## config.mk

```make
export PLATFORM = sky130hd
export DESIGN_NAME = pdf_pin_function
export DESIGN_NICKNAME = d
export VERILOG_FILES = /design/src/hdl/pdf_pkg.sv /design/src/hdl/pdf_pin_function.sv
export SDC_FILE = /design/constraint.sdc
export NUM_CORES = 1
export LEC_CHECK = 0
export CAP_MARGIN = 25
export CORE_ASPECT_RATIO = 0.75
export CORE_UTILIZATION = 30
export DETAILED_ROUTE_END_ITERATION = 8
export DONT_BUFFER_PORTS = 1
export PLACE_DENSITY = 0.48
export SLEW_MARGIN = 0
export SYNTH_ARGS = -nofsm -noshare
export SYNTH_HDL_FRONTEND = slang
export SYNTH_SLANG_ARGS = --single-unit
```

## constraint.sdc

```tcl
create_clock -name pclk -period 1.4 [get_ports pclk]
set_input_delay 0.14 -clock pclk [delete_from_list [all_inputs] [get_ports pclk]]
set_output_delay 0.14 -clock pclk [all_outputs]
set_load 0.02 [all_outputs]
```

## src/hdl/pdf_pkg.sv

```systemverilog
/*
 * pdf_pkg: constants and types for the port pin function select block.
 * assumes an APB register slave with 32-bit data, one aligned word per register.
 */
package pdf_pkg;

	// register byte addresses
	localparam logic [7:0] UPPER_MID_ADDR = 8'h00;
	localparam logic [7:0] LOW_ADDR = 8'h04;
	localparam logic [7:0] MODE_ADDR = 8'h08;
	localparam logic [7:0] ROUTE_ADDR = 8'h0c;

	// reset values
	localparam logic [15:0] UPPER_MID_RESET = 16'h0000;
	localparam logic [15:0] LOW_RESET = 16'h0000;

	// field layout
	localparam int UPPER_PINS = 8;
	localparam int LOW_PINS = 16;
	localparam int FIELD_WIDTH = 2;
	localparam int REG_WIDTH = 16;

	// 2-bit function codes
	localparam logic [1:0] CODE_GPIO = 2'h0;
	localparam logic [1:0] CODE_BUS = 2'h1;
	localparam logic [1:0] CODE_IRQ = 2'h2;
	localparam logic [1:0] CODE_RSVD = 2'h3;

	// chip operating modes
	typedef enum logic [1:0] {
		PDF_SINGLE_CHIP = 2'h0,
		PDF_EXT_ROM_ON = 2'h1,
		PDF_EXT_ROM_OFF = 2'h3
	} pdf_mode_type;

	// pin routing for one 16-pin half
	typedef struct packed {
		logic [15:0] bus_sel;
		logic [15:0] irq_sel;
	} pdf_route_type;

endpackage : pdf_pkg
```

## src/hdl/pdf_pin_function.sv

```systemverilog
/*
 * pdf_pin_function: function-select registers and pin routing for port pins 23..0.
 * assumes a synchronous APB master on pclk and a chip mode that is static or slow.
 */
// Design decisions made here: the register offsets and the APB register port.
`timescale 1ns/100ps
`default_nettype none
// Function
// - upper register: eight 2-bit fields, pin 23 at bits 15:14 down to pin 16
// - code 00 in an upper field routes pin to general I/O; reset value
// - code 01 routes pin to data bus bit, general I/O in single-chip mode
// - code 10 on pin 23 selects interrupt channel 7; code 11 reserved
// - code 10 on pins 22..18 selects channels 6..2
// - code 10 on pins 17,16 selects channels 1,0; channel = pin minus 16
// - low register is 16-bit read/write, bit n controls pin n
// - low bit 0 general I/O, 1 data bus except in single-chip mode
// - rom disabled extended mode forces low pins to data bus, register ignored
// - rom enabled extended mode honours the low register per bit
// - single-chip mode makes all low pins general I/O
// - low register clears only on power-on reset
module pdf_pin_function (
	// clock and power-on reset
	input wire logic pclk,
	input wire logic presetn,
	// apb slave
	input wire logic psel,
	input wire logic penable,
	input wire logic pwrite,
	input wire logic [7:0] paddr,
	input wire logic [31:0] pwdata,
	output logic [31:0] prdata,
	output logic pready,
	output logic pslverr,
	// chip operating mode
	input wire pdf_pkg::pdf_mode_type chip_mode,
	// pin routing
	output pdf_pkg::pdf_route_type upper_route,
	output pdf_pkg::pdf_route_type low_route,
	output logic [7:0] ext_int_line
);

	// function register state
	logic [15:0] port_d_upper_mid_function;
	logic [15:0] port_d_low_function;
	logic [15:0] next_upper;
	logic [15:0] next_low;

	// bus response state
	logic [31:0] next_prdata;
	logic next_pready;
	logic next_pslverr;

	// routing state
	pdf_pkg::pdf_route_type next_upper_route;
	pdf_pkg::pdf_route_type next_low_route;
	logic [7:0] next_ext_int_line;

	// transfer phase and address decode
	logic setup;
	logic access;
	logic hit_upper;
	logic hit_low;
	logic hit_mode;
	logic hit_route;
	logic mapped;
	logic read_only;

	// chip mode decode
	logic single;
	logic rom_on;
	logic rom_off;

	// per-pin decoder results
	logic [7:0] upper_bus;
	logic [7:0] upper_irq;
	logic [15:0] low_bus;

	assign setup = psel && !penable;
	// a write lands only on the edge that completes the access phase
	assign access = psel && penable && pready;

	always_comb begin
		hit_upper = 1'b0;
		hit_low = 1'b0;
		hit_mode = 1'b0;
		hit_route = 1'b0;
		case (paddr)
			pdf_pkg::UPPER_MID_ADDR: begin
				hit_upper = 1'b1;
			end
			pdf_pkg::LOW_ADDR: begin
				hit_low = 1'b1;
			end
			pdf_pkg::MODE_ADDR: begin
				hit_mode = 1'b1;
			end
			pdf_pkg::ROUTE_ADDR: begin
				hit_route = 1'b1;
			end
			default: begin
				hit_upper = 1'b0;
			end
		endcase
	end

	assign mapped = hit_upper || hit_low || hit_mode || hit_route;
	assign read_only = hit_mode || hit_route;

	// the unlisted mode code falls back to single-chip: no pin reaches the bus by accident
	always_comb begin
		rom_on = 1'b0;
		rom_off = 1'b0;
		case (chip_mode)
			pdf_pkg::PDF_EXT_ROM_ON: begin
				rom_on = 1'b1;
			end
			pdf_pkg::PDF_EXT_ROM_OFF: begin
				rom_off = 1'b1;
			end
			default: begin
				rom_on = 1'b0;
				rom_off = 1'b0;
			end
		endcase
	end

	assign single = !(rom_on || rom_off);

	// function registers: next values
	always_comb begin
		next_upper = port_d_upper_mid_function;
		next_low = port_d_low_function;
		if (access && pwrite) begin
			case (paddr)
				pdf_pkg::UPPER_MID_ADDR: begin
					next_upper = pwdata[pdf_pkg::REG_WIDTH-1:0];
				end
				pdf_pkg::LOW_ADDR: begin
					next_low = pwdata[pdf_pkg::REG_WIDTH-1:0];
				end
				default: begin
					next_upper = port_d_upper_mid_function;
					next_low = port_d_low_function;
				end
			endcase
		end
	end

	// only the power-on reset clears them; no other reset reaches this block
	always_ff @(posedge pclk or negedge presetn) begin
		if (!presetn) begin
			port_d_upper_mid_function <= pdf_pkg::UPPER_MID_RESET;
			port_d_low_function <= pdf_pkg::LOW_RESET;
		end else begin
			port_d_upper_mid_function <= next_upper;
			port_d_low_function <= next_low;
		end
	end

	// bus response: ready in the access cycle, read data registered in setup
	always_comb begin
		next_prdata = prdata;
		next_pready = 1'b0;
		next_pslverr = 1'b0;
		if (setup) begin
			next_pready = 1'b1;
			next_pslverr = !mapped || (read_only && pwrite);
			case (paddr)
				pdf_pkg::UPPER_MID_ADDR: begin
					next_prdata = {16'h0000, port_d_upper_mid_function};
				end
				pdf_pkg::LOW_ADDR: begin
					next_prdata = {16'h0000, port_d_low_function};
				end
				pdf_pkg::MODE_ADDR: begin
					next_prdata = {30'h0000_0000, chip_mode};
				end
				pdf_pkg::ROUTE_ADDR: begin
					next_prdata = {8'h00, ext_int_line, low_route.bus_sel};
				end
				default: begin
					next_prdata = 32'h0000_0000;
				end
			endcase
		end
	end

	always_ff @(posedge pclk or negedge presetn) begin
		if (!presetn) begin
			prdata <= 32'h0000_0000;
			pready <= 1'b0;
			pslverr <= 1'b0;
		end else begin
			prdata <= next_prdata;
			pready <= next_pready;
			pslverr <= next_pslverr;
		end
	end

	// one decoder per upper pin; the loop index is the interrupt channel
	for (genvar i = 0; i < pdf_pkg::UPPER_PINS; i++) begin : g_upper
		pdf_upper_field pdf_upper_field_inst (
			.code(port_d_upper_mid_function[i*pdf_pkg::FIELD_WIDTH +: pdf_pkg::FIELD_WIDTH]),
			.single(single),
			.bus_sel(upper_bus[i]),
			.irq_sel(upper_irq[i])
		);
	end

	// one decoder per low pin
	for (genvar j = 0; j < pdf_pkg::LOW_PINS; j++) begin : g_low
		pdf_low_bit pdf_low_bit_inst (
			.func_bit(port_d_low_function[j]),
			.rom_on(rom_on),
			.rom_off(rom_off),
			.bus_sel(low_bus[j])
		);
	end

	// routing next values; unused upper struct bits stay zero
	always_comb begin
		next_upper_route = '0;
		next_low_route = '0;
		next_ext_int_line = 8'h00;
		for (int i = 0; i < pdf_pkg::UPPER_PINS; i++) begin
			next_upper_route.bus_sel[i] = upper_bus[i];
			next_upper_route.irq_sel[i] = upper_irq[i];
			next_ext_int_line[i] = upper_irq[i];
		end
		for (int j = 0; j < pdf_pkg::LOW_PINS; j++) begin
			next_low_route.bus_sel[j] = low_bus[j];
		end
	end

	// outputs registered, so routing trails a register or mode change by one clock
	always_ff @(posedge pclk or negedge presetn) begin
		if (!presetn) begin
			upper_route <= '0;
			low_route <= '0;
			ext_int_line <= 8'h00;
		end else begin
			upper_route <= next_upper_route;
			low_route <= next_low_route;
			ext_int_line <= next_ext_int_line;
		end
	end

endmodule : pdf_pin_function

// one upper pin: 2-bit function code to bus or interrupt use
module pdf_upper_field (
	// function code and mode
	input wire logic [1:0] code,
	input wire logic single,
	// pin use
	output logic bus_sel,
	output logic irq_sel
);

	always_comb begin
		bus_sel = 1'b0;
		irq_sel = 1'b0;
		case (code)
			pdf_pkg::CODE_GPIO: begin
				bus_sel = 1'b0;
				irq_sel = 1'b0;
			end
			pdf_pkg::CODE_BUS: begin
				// single-chip mode keeps the pin as general I/O
				bus_sel = !single;
			end
			pdf_pkg::CODE_IRQ: begin
				irq_sel = 1'b1;
			end
			pdf_pkg::CODE_RSVD: begin
				// reserved code parks the pin as general I/O
				bus_sel = 1'b0;
				irq_sel = 1'b0;
			end
			default: begin
				bus_sel = 1'b0;
				irq_sel = 1'b0;
			end
		endcase
	end

endmodule : pdf_upper_field

// one low pin: mode decides whether the function bit counts
module pdf_low_bit (
	// function bit and mode
	input wire logic func_bit,
	input wire logic rom_on,
	input wire logic rom_off,
	// pin use
	output logic bus_sel
);

	always_comb begin
		bus_sel = 1'b0;
		if (rom_off) begin
			// the bus needs these pins whatever the register holds
			bus_sel = 1'b1;
		end else if (rom_on) begin
			bus_sel = func_bit;
		end else begin
			bus_sel = 1'b0;
		end
	end

endmodule : pdf_low_bit
`default_nettype wire

```

# Yosys cells after proc, flatten, opt, wreduce, memory -nomap -nowiden
# Cells that the tools add are included.
# totals
inputBits,47
reg_bits,98
out_inout_bits,106
elab_cells,102
# op_classes
n_reduce_logical,16
eq_ne,21
n_mux,57
# ops
operator,n
case mux 24 bit (4 select lines),1
2-to-1 mux 1 bit,56
== test 2 x 1 -> 1 bit (second input constant),9
== test 2 bit (second input constant),9
== test 8 x 4 -> 1 bit (second input constant),2
== test 8 x 3 -> 1 bit (second input constant),1
logical NOT 8 bit,1
logical OR 1 bit,6
logical AND 1 bit,5
AND reduction 2 bit,2
logical NOT 1 bit,2

# Depth between registers and ports, before layout
# depth
ltp_word,8
depth_mapped,6
depth_no_buf,4

# Hierarchy
# Synthesis repeated with hierarchy kept, for this count alone.
# unflattened
hier_cells,313
hier_area_um2,4033.9
# by_module_without_submodules
mod,cells_per_inst,area_per_inst_um2,n_inst,seq_area_each_um2
pdf_pin_function,281,3743.6,1,2252.2
pdf_upper_field,2,21.3,8,0.0
pdf_low_bit,1,7.5,16,0.0

# Least setup slack after synthesis
# No wires, ideal clock.
# synth_timing
path_kind,input-to-reg
startpoint,input paddr[1]
endpoint,register port_d_upper_mid_function[10]
stages,5
arrival_ns,1.798
required_time_ns,1.275
n_path_buf,2
setup_ns,0.125
setup_slack_ns,-0.523
cell_sequence,or4_4 or4_4 buf_6 buf_12 mux2_4
# synth_via
elab_chain_cells,2
# synth_rtl
element,line,text
"start, declared",pdf_pin_function.sv:29,"input wire logic [7:0] paddr,"
logical NOT 8 bit,pdf_pin_function.sv:134,case (paddr)
AND reduction 2 bit (no line),-,
"end signal, assigned",pdf_pin_function.sv:152,port_d_upper_mid_function <= pdf_pkg::UPPER_MID_RESET;
"end signal, assigned",pdf_pin_function.sv:155,port_d_upper_mid_function <= next_upper;
"end, declared",pdf_pin_function.sv:43,logic [15:0] port_d_upper_mid_function;
# No other way between the ends.
# A chain may end at the register's enable or synchronous reset.

# Final worst setup path
# layout_timing
startpoint,register pready
endpoint,register port_d_upper_mid_function[5]
# layout_via
elab_chain_cells,3
# layout_rtl
element,line,text
"start, declared",pdf_pin_function.sv:32,"output logic pready,"
"start signal, assigned",pdf_pin_function.sv:195,pready <= next_pready;
logical AND 1 bit,pdf_pin_function.sv:80,assign access = psel && penable && pready;
logical AND 1 bit,pdf_pin_function.sv:133,if (access && pwrite) begin
AND reduction 2 bit (no line),-,
# No other way between the ends.

==> reports/qor.yml <==
die:
  die_y_um: 102
  row_count: 36
  core_area_um2: 13000
  start_util: 0.308
  die_x_um: 135
  die_area_um2: 13800
  pin_count: 153
power:
  switching_power_uw: 1240
  clockPowerShare: 0.449
  ir_drop_v: 0.000543
  p_leak_uw: 0.00231
  p_sw_frac: 0.226
  power_frac_seq: 0.487
  p_total_uw: 5490
  combPwrFrac: 0.064
  powerDensity_nw_per_um2: 1150
  p_int_uw: 4250
final_layout:
  drive_above_1_share: 0.275
  fin_area_um2: 4790
  fin_nets: 406
  antenna_cells: 0
  synthToLayoutAreaGrowth_pct: 19.6
synth:
  synth_cell_type_count: 29
  ys_seq_area_frac: 0.562
  syn_inst: 322
  ys_ff_latch: 90
  ys.flop_type: "dfrtp_1"
  synth_area_um2: 4000
  yosysWarnings: 0
  async_reset_ff_frac: 1.00
  synth_edf_count: 0
  post_synth.cell_area_avg_um2: 12.4
detailed_routing:
  wl_per_cell_um: 18.5
  dr.pass1.iters: 4
  drt_iter0_drc: 110
  drc: 0
  vias: 2437
  avgViaCountPerCell: 4.56
  ant_nets: 0
  drt-total-wl_um: 9890
cts:
  clockBufferDepth: 2
  clk_latency_ns: 0.33
  ctsHoldBuffers: 20
  clock_sinks: 90
  cts-root-buf: "clkbuf_16"
  ctsHtreeMaxLevel: 3
  clkTransAtPathRegs_ns: 0.06
  cts_tree: "yes"
  cts_buffers: 9
grt:
  gr-total-overflow: 0
  grt_usage: 0.150
  antenna_found_initial: 0
  grt_first_pass_wirelength_um: 14800
  grt_max_degree: 91
  grt_pass1_vias: 2462
timing:
  finalCritPeriodShare: 1.15
  min_period_ns: 1.61
  hold_violations: 90
  setup_ws_ns: -0.211
  fmax_mhz: 621
  tightestPinTransition_ns: 0.872
  relSlewSlack: 0.417
  rsz0062_at_grt: "yes"
  setup_viol: 32
  slew_violations: 0
  clock_skew_ns: 0.00512
  holdWs_ns: -0.499
flow_run:
  max_cap_viol_count: 0
critical_path:
  path_cells: "nand4_1 > or4_4 > buf_12 > mux2_4"
  critical-path-top-delay-family: "simple AND/OR/NAND/NOR gates"
  criticalPathCategory: "reg2reg"
  startpoint_type: "register"
  required_ns: 1.62
  crit_fanout: 8
  cp-end-kind: "register"
  cp.arrival_ns: 1.83
  critPathBufInv: 1
  critPathSlowestCell: "or4_4"
  crit_path_max_incr_delay_ns: 0.51
placement:
  place_congestion: 0.755
  io_buffers: 0
  placed_area_um2: 4180
  hpwl_um: 6260
run_status:
  outcome: "finished, violations left"
  violations: "hold timing, setup timing"
min_path:
  hold_path_class: "in2async"
state kept, by name, indices dropped and copies added, names as in the netlist:
name and cells:
port_d_upper_mid_function 16, prdata 24, upper_route 8, port_d_low_function 16, pslverr 1, low_route 16
pready 1, ext_int_line 8
metal layers:
metal  vias to the layer above  track usage  wire (um)
met2                       104        0.222       4420
li1                       1091            -          -
met1                      1232        0.204       4590
met3                        10       0.0556        782
met5                         -            0          0
met4                         0       0.0424         89
logic make-up (layout without fill, tap and decap cells):
| group | count (synthesis) | in the layout | share of synthesized area |
|---|---|---|---|
| AND/OR/NAND/NOR | 63 | 63 | 0.0847 |
| AO/OA/AOI/OAI | 55 | 55 | 0.0897 |
| buffers and inverters | 65 | 68 | 0.112 |
| flip-flops | 90 | 90 | 0.562 |
| other | 1 | 40 | 0.000937 |
| multiplexers | 48 | 48 | 0.150 |
cell usage in the layout (no fill, tap or decap), types with 2 or more instances in the layout:
cell type,n
a22oi_1,14
a22o_1,2
or2_2,2
mux2_4,26
mux2_2,20
buf_12,2
nand2b_1,2
nor2_1,4
and3b_1,6
conb_1,40
mux4_2,2
nand4_1,2
nand2_1,33
o21a_1,16
o21ai_0,22
or4_4,2
clkbuf_8,2
dlygate4sd3_1,20
clkbuf_16,10
dfrtp_1,89
clkinv_2,2
buf_4,26
nor2b_1,8
layout make-up:
| class | count | area, um2 |
|---|---|---|
| inverter | 1 | 3.75 |
| clock buffer | 12 | 256 |
| sequential | 90 | 2250 |
| tap | 171 | 214 |
| multi-input combinational | 206 | 1510 |
| fill | 1285 | 8230 |
| clock inverter | 4 | 48.8 |
| timing repair buffer | 51 | 503 |
Yosys cell counts, drive strengths merged (2+ instances only):
cell / n / area (um2)
clkbuf: 12 / 45.0
nor2b: 8 / 50.1
mux2: 46 / 556
nand2: 33 / 124
dfrtp: 90 / 2250
o21ai: 22 / 110
o21a: 16 / 120
or4: 2 / 22.5
nand4: 2 / 12.5
buf: 52 / 400
a22o: 2 / 17.5
and3b: 6 / 52.6
or2: 2 / 12.5
a22oi: 14 / 105
nand2b: 2 / 12.5
mux4: 2 / 45.0
nor4: 2 / 27.5
nor2: 4 / 15.0
path summary, 6_finish.rpt:
check | cells past startpoint | endpoint | slack, ns | from
max | 4 | port_d_upper_mid_function[5] | -0.21 | pready
min | 0 | low_route[25] | -0.50 | presetn
max reg2reg | 4 | port_d_upper_mid_function[5] | -0.21 | pready
min reg2reg | 1 | ext_int_line[2] | 0.48 | port_d_upper_mid_function[4]
max in group asynchronous | 0 | port_d_upper_mid_function[12] | 1.77 | presetn
min in group pclk | 2 | pslverr | 0.02 | paddr[4]
what timing repair did:
action                                 4_1_cts  5_1_grt
endpoints found under the hold margin      147       90
gates cloned                                 1        1
resized for setup                            1        0
pin swaps                                    0        1
setup buffers                                2        1
setup endpoints to repair                   32       32
power by group through the flow:
| stage | Combinational (uW) | Sequential [uW] | Clock, uW |
|---|---|---|---|
| 5_1_grt | 385 | 2670 | 2630 |
| 3_5_place_dp | 269 | 2720 | 0 |
| 3_3_place_gp | 268 | 2720 | 0 |
| 2_1_floorplan | 303 | 2730 | 0 |
| 6_report | 352 | 2670 | 2460 |
| 4_1_cts | 349 | 2670 | 2530 |
per-stage QoR:
step / TNS, ns / hold slack (ns) / setup WS (ns) / cells / util
after global placement: -11.72 / -0.153 / -0.439 / 493 / 0.321
after floorplan: -11.49 / -0.156 / -0.468 / 361 / -
after global routing: -7.27 / -0.520 / -0.247 / 535 / 0.368
after CTS: -6.79 / -0.515 / -0.230 / 532 / 0.364
after detailed placement: -11.83 / -0.153 / -0.444 / 493 / 0.321
final: -5.72 / -0.499 / -0.211 / 535 / 0.368
No activity file was read; power rests on OpenSTA's default activity.
